[src/dsa_pkg.sv]
// Shared constants for the dual-bus data space access block
package dsa_pkg;
	localparam int unsigned ADDR_W = 16;
	localparam int unsigned DATA_W = 16;
	localparam logic [15:0] ZERO_WORD = 16'h0000;
	// Fixed X/Y boundary and top of implemented memory (byte addresses)
	localparam logic [15:0] Y_BASE = 16'h0C00;
	localparam logic [15:0] Y_END = 16'h0FFF;
	localparam logic [15:0] MEM_END = 16'h0FFF;
	localparam logic [15:0] STEP_BYTE = 16'h0001;
	localparam logic [15:0] STEP_WORD = 16'h0002;
	localparam logic [1:0] PTR_XA = 2'h0;
	localparam logic [1:0] PTR_XB = 2'h1;
	localparam logic [1:0] PTR_YA = 2'h2;
	localparam logic [1:0] PTR_YB = 2'h3;
endpackage : dsa_pkg

[src/dsa_addr_step.sv]
// Post-modify step and modulo wrap for one pointer
`timescale 1ns/1ps
module dsa_addr_step (
	// Pointer in
	input wire logic [15:0] ptr,
	input wire logic byte_op,
	input wire logic dec,
	// Modulo window
	input wire logic mod_en,
	input wire logic [15:0] mod_start,
	input wire logic [15:0] mod_end,
	// Result
	output logic [15:0] next_ptr
);
	logic [15:0] step;
	logic [15:0] raw;
	always_comb begin
		step = byte_op ? dsa_pkg::STEP_BYTE : dsa_pkg::STEP_WORD;
		raw = dec ? ptr - step : ptr + step;
		next_ptr = raw;
		if (mod_en) begin
			if (!dec && ptr == mod_end - step + 16'h0001) begin
				next_ptr = mod_start;
			end else if (dec && ptr == mod_start) begin
				next_ptr = mod_end - step + 16'h0001;
			end
		end
	end
endmodule : dsa_addr_step

[src/dsa_bitrev.sv]
// Bit-reversed pointer advance for X writes
`timescale 1ns/1ps
module dsa_bitrev (
	// Pointer and modifier
	input wire logic [15:0] ptr,
	input wire logic [15:0] modifier,
	// Result
	output logic [15:0] next_ptr
);
	logic [15:0] rp;
	logic [15:0] rm;
	logic [15:0] rs;
	always_comb begin
		for (int i = 0; i < 16; i++) begin
			rp[i] = ptr[15 - i];
			rm[i] = modifier[15 - i];
		end
		rs = rp + rm;
		for (int i = 0; i < 16; i++) begin
			next_ptr[i] = rs[15 - i];
		end
	end
endmodule : dsa_bitrev

[src/dual_bus_data_space_access.sv]
// Data space access logic: X read/write buses, Y read bus, lane select, alignment trap
`timescale 1ns/1ps
module dual_bus_data_space_access #(
	parameter logic [15:0] Y_BASE = dsa_pkg::Y_BASE,
	parameter logic [15:0] Y_END = dsa_pkg::Y_END,
	parameter logic [15:0] MEM_END = dsa_pkg::MEM_END
) (
	// Clock and reset
	input wire logic ref_clk,
	input wire logic srst,
	// X read request from core
	input wire logic x_rd_req,
	input wire logic [15:0] x_rd_addr,
	input wire logic x_rd_byte,
	input wire logic x_rd_mac,
	input wire logic [1:0] x_rd_ptr_sel,
	// X write request from core
	input wire logic x_wr_req,
	input wire logic [15:0] x_wr_addr,
	input wire logic x_wr_byte,
	input wire logic [15:0] x_wr_data,
	input wire logic x_wr_acc_wb,
	// Y read request (MAC prefetch only)
	input wire logic y_rd_req,
	input wire logic [15:0] y_rd_addr,
	input wire logic [1:0] y_rd_ptr_sel,
	// Pointer post-modify request
	input wire logic pm_req,
	input wire logic [15:0] source_pointer,
	input wire logic pm_byte,
	input wire logic pm_dec,
	input wire logic pm_bitrev,
	input wire logic [15:0] pm_bitrev_mod,
	input wire logic pm_y_side,
	input wire logic pm_mod_en,
	input wire logic [15:0] pm_mod_start,
	input wire logic [15:0] pm_mod_end,
	// Memory X read port
	output logic mem_x_rd_en,
	output logic [14:0] mem_x_rd_word,
	input wire logic [15:0] mem_x_rd_data,
	// Memory Y read port
	output logic mem_y_rd_en,
	output logic [14:0] mem_y_rd_word,
	input wire logic [15:0] mem_y_rd_data,
	// Memory write port
	output logic [14:0] mem_wr_word,
	output logic [15:0] mem_wr_data,
	output logic mem_wr_lo,
	output logic mem_wr_hi,
	// Results to core
	output logic x_rd_valid,
	output logic [15:0] x_rd_data,
	output logic y_rd_valid,
	output logic [15:0] y_rd_data,
	output logic pm_valid,
	output logic [15:0] pm_next_pointer,
	output logic addr_error
);
	// ----------------------------------------
	// State
	// ----------------------------------------
	typedef struct packed {
		logic mem_x_rd_en;
		logic [14:0] mem_x_rd_word;
		logic mem_y_rd_en;
		logic [14:0] mem_y_rd_word;
		logic [14:0] mem_wr_word;
		logic [15:0] mem_wr_data;
		logic mem_wr_lo;
		logic mem_wr_hi;
		logic x_pend;
		logic x_zero;
		logic x_byte;
		logic x_hi;
		logic y_pend;
		logic y_zero;
		logic x_rd_valid;
		logic [15:0] x_rd_data;
		logic y_rd_valid;
		logic [15:0] y_rd_data;
		logic pm_valid;
		logic [15:0] pm_next_pointer;
		logic addr_error;
	} state_s;

	state_s cur;
	state_s next_cur;

	// ----------------------------------------
	// Pointer update helpers
	// ----------------------------------------
	logic [15:0] lin_ptr;
	logic [15:0] rev_ptr;

	dsa_addr_step u_step (
		.ptr(source_pointer),
		.byte_op(pm_byte | pm_y_side ? pm_byte & ~pm_y_side : 1'b0),
		.dec(pm_dec),
		.mod_en(pm_mod_en),
		.mod_start(pm_mod_start),
		.mod_end(pm_mod_end),
		.next_ptr(lin_ptr)
	);

	dsa_bitrev u_rev (
		.ptr(source_pointer),
		.modifier(pm_bitrev_mod),
		.next_ptr(rev_ptr)
	);

	// ----------------------------------------
	// Address classification
	// ----------------------------------------
	function automatic logic in_y(input logic [15:0] a);
		in_y = (a >= Y_BASE) && (a <= Y_END);
	endfunction : in_y

	function automatic logic in_mem(input logic [15:0] a);
		in_mem = (a <= MEM_END);
	endfunction : in_mem

	logic x_misal;
	logic w_misal;
	logic y_misal;
	logic x_ptr_is_x;
	logic y_ptr_is_y;
	logic x_bad;
	logic y_bad;

	always_comb begin
		x_misal = x_rd_req && !x_rd_byte && x_rd_addr[0];
		w_misal = x_wr_req && !x_wr_byte && x_wr_addr[0];
		y_misal = y_rd_req && y_rd_addr[0];
		x_ptr_is_x = (x_rd_ptr_sel == dsa_pkg::PTR_XA) || (x_rd_ptr_sel == dsa_pkg::PTR_XB);
		y_ptr_is_y = (y_rd_ptr_sel == dsa_pkg::PTR_YA) || (y_rd_ptr_sel == dsa_pkg::PTR_YB);
		// Non-MAC reads see X and Y as one linear space
		x_bad = !in_mem(x_rd_addr) || (x_rd_mac && (!x_ptr_is_x || in_y(x_rd_addr)));
		y_bad = !in_mem(y_rd_addr) || !y_ptr_is_y || !in_y(y_rd_addr);
	end

	// ----------------------------------------
	// Next state
	// ----------------------------------------
	always_comb begin
		next_cur = cur;
		// Stage 1: drive memory addresses
		next_cur.mem_x_rd_en = x_rd_req && !x_bad;
		next_cur.mem_x_rd_word = x_rd_addr[15:1];
		next_cur.x_pend = x_rd_req;
		next_cur.x_zero = x_bad;
		next_cur.x_byte = x_rd_byte;
		next_cur.x_hi = x_rd_addr[0];
		next_cur.mem_y_rd_en = y_rd_req && !y_bad;
		next_cur.mem_y_rd_word = y_rd_addr[15:1];
		next_cur.y_pend = y_rd_req;
		next_cur.y_zero = y_bad;
		// Single write path, any address up to MEM_END incl. accumulator write-back
		next_cur.mem_wr_word = x_wr_addr[15:1];
		next_cur.mem_wr_lo = x_wr_req && !w_misal && in_mem(x_wr_addr) &&
			(!x_wr_byte || !x_wr_addr[0]);
		next_cur.mem_wr_hi = x_wr_req && !w_misal && in_mem(x_wr_addr) &&
			(!x_wr_byte || x_wr_addr[0]);
		next_cur.mem_wr_data = x_wr_byte ? {x_wr_data[7:0], x_wr_data[7:0]} : x_wr_data;
		// Stage 2: return data
		next_cur.x_rd_valid = cur.x_pend;
		if (cur.x_zero) begin
			next_cur.x_rd_data = dsa_pkg::ZERO_WORD;
		end else if (cur.x_byte) begin
			next_cur.x_rd_data = {8'h00, cur.x_hi ? mem_x_rd_data[15:8] : mem_x_rd_data[7:0]};
		end else begin
			next_cur.x_rd_data = mem_x_rd_data;
		end
		next_cur.y_rd_valid = cur.y_pend;
		next_cur.y_rd_data = cur.y_zero ? dsa_pkg::ZERO_WORD : mem_y_rd_data;
		// Pointer post-modify
		next_cur.pm_valid = pm_req;
		if (pm_bitrev && !pm_y_side) begin
			next_cur.pm_next_pointer = rev_ptr;
		end else begin
			next_cur.pm_next_pointer = lin_ptr;
		end
		next_cur.addr_error = x_misal || w_misal || y_misal;
		if (srst) begin
			next_cur = '0;
		end
	end

	always_ff @(posedge ref_clk) begin
		cur <= next_cur;
	end

	// ----------------------------------------
	// Outputs
	// ----------------------------------------
	assign mem_x_rd_en = cur.mem_x_rd_en;
	assign mem_x_rd_word = cur.mem_x_rd_word;
	assign mem_y_rd_en = cur.mem_y_rd_en;
	assign mem_y_rd_word = cur.mem_y_rd_word;
	assign mem_wr_word = cur.mem_wr_word;
	assign mem_wr_data = cur.mem_wr_data;
	assign mem_wr_lo = cur.mem_wr_lo;
	assign mem_wr_hi = cur.mem_wr_hi;
	assign x_rd_valid = cur.x_rd_valid;
	assign x_rd_data = cur.x_rd_data;
	assign y_rd_valid = cur.y_rd_valid;
	assign y_rd_data = cur.y_rd_data;
	assign pm_valid = cur.pm_valid;
	assign pm_next_pointer = cur.pm_next_pointer;
	assign addr_error = cur.addr_error;
endmodule : dual_bus_data_space_access

[config.mk]
export PLATFORM = sky130hd
export DESIGN_NAME = dual_bus_data_space_access
export DESIGN_NICKNAME = d
export VERILOG_FILES = /design/src/dsa_pkg.sv /design/src/dsa_addr_step.sv /design/src/dsa_bitrev.sv /design/src/dual_bus_data_space_access.sv
export SDC_FILE = /design/constraint.sdc
export NUM_CORES = 1
export LEC_CHECK = 0
export BUFFER_PORTS_ARGS = -buffer_cell sky130_fd_sc_hd__buf_4
export CORE_MARGIN = 2
export CORE_UTILIZATION = 55
export CTS_BUF_LIST = sky130_fd_sc_hd__clkbuf_4 sky130_fd_sc_hd__clkbuf_8
export CTS_CLUSTER_DIAMETER = 30
export CTS_CLUSTER_SIZE = 30
export DETAILED_ROUTE_END_ITERATION = 6
export GPL_ROUTABILITY_DRIVEN = 1
export PLACE_DENSITY_LB_ADDON = 0.1
export SKIP_LAST_GASP = 1
export SLEW_MARGIN = 20
export SYNTH_ARGS = -nofsm -noshare
export SYNTH_HDL_FRONTEND = slang
export SYNTH_HIERARCHICAL = 1
export SYNTH_SLANG_ARGS = --single-unit
[constraint.sdc]
create_clock -name ref_clk -period 6.7 [get_ports ref_clk]
set_input_delay 1.34 -clock ref_clk [delete_from_list [all_inputs] [get_ports ref_clk]]
set_output_delay 1.34 -clock ref_clk [all_outputs]
set_load 0.02 [all_outputs]
==> flow_summary.json <==
{
  "cts-root-buf": "clkbuf_8",
  "cp.required_ns": 7.07,
  "drtIter0Drc": 455,
  "syn2layout_area_growth_pct": 22.3,
  "synth_edf_count": 0,
  "max_slew.worst_pin.slew_ns": 0.852,
  "syn-instance-count": 919,
  "die_x_um": 125,
  "io_pins": 296,
  "r2r-end": "x_rd_data[0]",
  "grt_antenna_before_repair": 0,
  "dieArea_um2": 15700,
  "grt_start_max_net_pins": 64,
  "max_cap_viol_count": 0,
  "num_vias": 6865,
  "rsz0062_at_grt": "false",
  "avgSynthCellArea_um2": 8.83,
  "power_density_nw_per_um2": 213,
  "first_pass_iters": 5,
  "finalSetupViolations": 0,
  "hold_class": "flip-flop to flip-flop",
  "cp-end-kind": "flip-flop",
  "grt_pass1_wl_mm": 33.1,
  "critPathMaxFanout": 12,
  "cts_tree": "done",
  "fin_setup_tns_ns": 0,
  "nFillCells": 1246,
  "ys_seq_area_frac": 0.303,
  "numClockSinks": 123,
  "grt_use_met1": 0.301,
  "fmax_mhz": 187,
  "clockBufferDepth": 2,
  "core_um2": 14500,
  "holdCritStartpoint": "cur[57]",
  "outcome": "complete, no violations",
  "wl_per_cell_um": 16.7,
  "startpoint": "pm_y_side",
  "final_common_cell": "buf_4",
  "h-tree-depth": 4,
  "cts.repair.resized": 0,
  "io_buffers": 292,
  "grt.total_usage": 0.264,
  "hold_buffers": 0,
  "busiest_layer": "met2",
  "syn-num-nets": 1147,
  "hold-path-cell-count": 1,
  "maxSlewHeadroom": 0.432,
  "grt_pass1_vias": 6557,
  "reg2reg_slack_ns": 5.41,
  "syn-cell-area_um2": 8110,
  "hold_ws_ns": 0.455,
  "start_util": 0.560,
  "cts_buffers": 17,
  "avgViaCountPerCell": 5.34,
  "cp-start-kind": "input pin",
  "wirelength_mm": 21.4,
  "ys_ff_latch": 123,
  "mostFrequentLayoutCells": "buf_4, dfxtp_1, nor2b_1",
  "grt-ovfl-total": 0,
  "synth_flop_cell": "dfxtp_1",
  "min_to": "x_rd_valid",
  "async_reset_ff_frac": 0,
  "synth.distinct_cells": 88,
  "crit_type": "input pin to flip-flop",
  "drc": 0,
  "power.leakage_nw": 4.63,
  "fin_skew_ns": 0.00928,
  "hold_viol_final": 0,
  "reg2reg_depth": 3,
  "gp_congestion": 0.966,
  "die_h_um": 125,
  "layout-drive-gt1-share": 0.343,
  "fin_crit_sh": 0.799,
  "min_period_ns": 5.35,
  "antenna_cells": 0,
  "dpl.hpwl_mm": 17.1,
  "slew_violations": 0,
  "ant_nets": 0,
  "rows": 44,
  "clk_pin_slew_ns": 0.08,
  "arrival_ns": 5.72,
  "fin_nets": 1317,
  "grt_use_met3": 0.0518,
  "ir_drop_mv": 0.125,
  "grtUsageMet2": 0.482,
  "clk_latency_ns": 0.43,
  "ys_warn_count": 6,
  "postCtsSetupBuffers": 0,
  "regToRegStartpoint": "cur[55]"
}
-- critical path: stages --
cell,delay [ns]
buf_4,0.12
nor2b_1,0.28
inv_1,0.11
ha_1,0.30
inv_1,0.04
ha_1,0.21
fa_1,0.44
xnor2_1,0.41
o21bai_1,0.10
or4_1,0.52
nor4_1,0.31
o2111ai_1,0.22
nor4b_2,0.36
nand3_2,0.30
mux2i_1,0.20
a21oi_1,0.26
nand2_2,0.08
a21oi_2,0.14
-- per-layer routing --
| layer | up-vias | wire length (um) |
|---|---|---|
| met2 | 296 | 11100 |
| met4 | 0 | 636 |
| met3 | 39 | 1240 |
| met5 | - | 0 |
| met1 | 3140 | 8500 |
| li1 | 3390 | - |
-- through the flow --
step	area, um^2	setup slack, ns	utilization	cells	power, mW
floorplan	8110	1.85	-	919	1.27
global placement	9510	1.00	0.657	1254	1.44
detailed placement	9510	0.964	0.657	1254	1.45
CTS	9920	1.41	0.685	1286	2.13
global route	9920	1.12	0.685	1286	2.22
finish	9920	1.35	0.685	1286	2.12
-- synth_stat cells (4+ instances only) --
cell type | instances | area (um^2)
inv_1 | 35 | 131
and2_1 | 28 | 175
a21oi_2 | 11 | 96.3
o31a_1 | 4 | 35.0
o211ai_1 | 7 | 52.6
o21ai_0 | 22 | 110
o21a_1 | 4 | 30.0
nor2b_1 | 71 | 444
a21oi_1 | 58 | 290
xnor3_1 | 4 | 90.1
xnor2_1 | 35 | 307
dfxtp_1 | 123 | 2460
nor4_1 | 8 | 50.1
nand2_2 | 11 | 68.8
xor2_1 | 30 | 263
nand4b_1 | 4 | 35.0
o21bai_1 | 4 | 30.0
mux2i_1 | 14 | 140
o22ai_1 | 6 | 37.5
ha_1 | 46 | 576
or2_2 | 5 | 31.3
buf_6 | 5 | 56.3
nand4_1 | 7 | 43.8
nand2b_1 | 4 | 25.0
a32oi_1 | 5 | 43.8
clkbuf_1 | 5 | 18.8
buf_2 | 15 | 75.1
nor2_1 | 42 | 158
nand3_1 | 26 | 130
a21o_1 | 8 | 60.1
nor3_1 | 13 | 65.1
nand2_1 | 56 | 210
a211oi_1 | 4 | 30.0
buf_4 | 114 | 856
nor3b_1 | 5 | 37.5
-- state kept, by name (all words and copies together) (netlist names), 6 cells and up --
| name | flops |
|---|---|
| mem_y_rd_word | 15 |
| mem_x_rd_word | 15 |
| cur | 6 |
| mem_wr_word | 15 |
| mem_wr_data | 16 |
| pm_next_pointer | 16 |
| y_rd_data | 16 |
| x_rd_data | 16 |
-- power breakdown --
part | total (mW) | internal (mW) | switching (mW) | leakage, nW
Clock | 0.678 | 0.345 | 0.332 | 0.204
Combinational | 0.652 | 0.305 | 0.347 | 3.40
Sequential | 0.788 | 0.775 | 0.0135 | 1.02
-- layout make-up --
type                            count  area, um^2  share of cell area
Multi-Input combinational cell    618        4480               0.452
Sequential cell                   123        2460               0.248
Timing Repair Buffer              293        2200               0.222
Clock buffer                       17         234              0.0236
Tap cell                          184         230              0.0232
Clock inverter                     15         179              0.0180
Inverter                           36         135              0.0136
-- worst max-delay path by stage --
stage,end,slack [ns],depth (start not counted)
after floorplan,pm_next_pointer[7],1.85,18
after global routing,pm_next_pointer[6],1.12,18
after detailed placement,pm_next_pointer[6],0.96,18
after CTS,pm_next_pointer[6],1.41,18
after global placement,pm_next_pointer[6],1.00,18
final,pm_next_pointer[6],1.35,18
-- cell families (layout without fill, tap and decap cells) --
kind of cell	after synthesis	after routing	share of synthesized area
xor gates and xnor gates	72	72	0.0891
adders and majority gates	49	49	0.0783
and+or+nand+nor	310	310	0.219
buffers and inverters	178	361	0.144
AOI/OAI and AO/OA	173	173	0.149
DFF	123	123	0.303
muxes	14	14	0.0173
No activity file was read; power rests on OpenSTA's default activity.
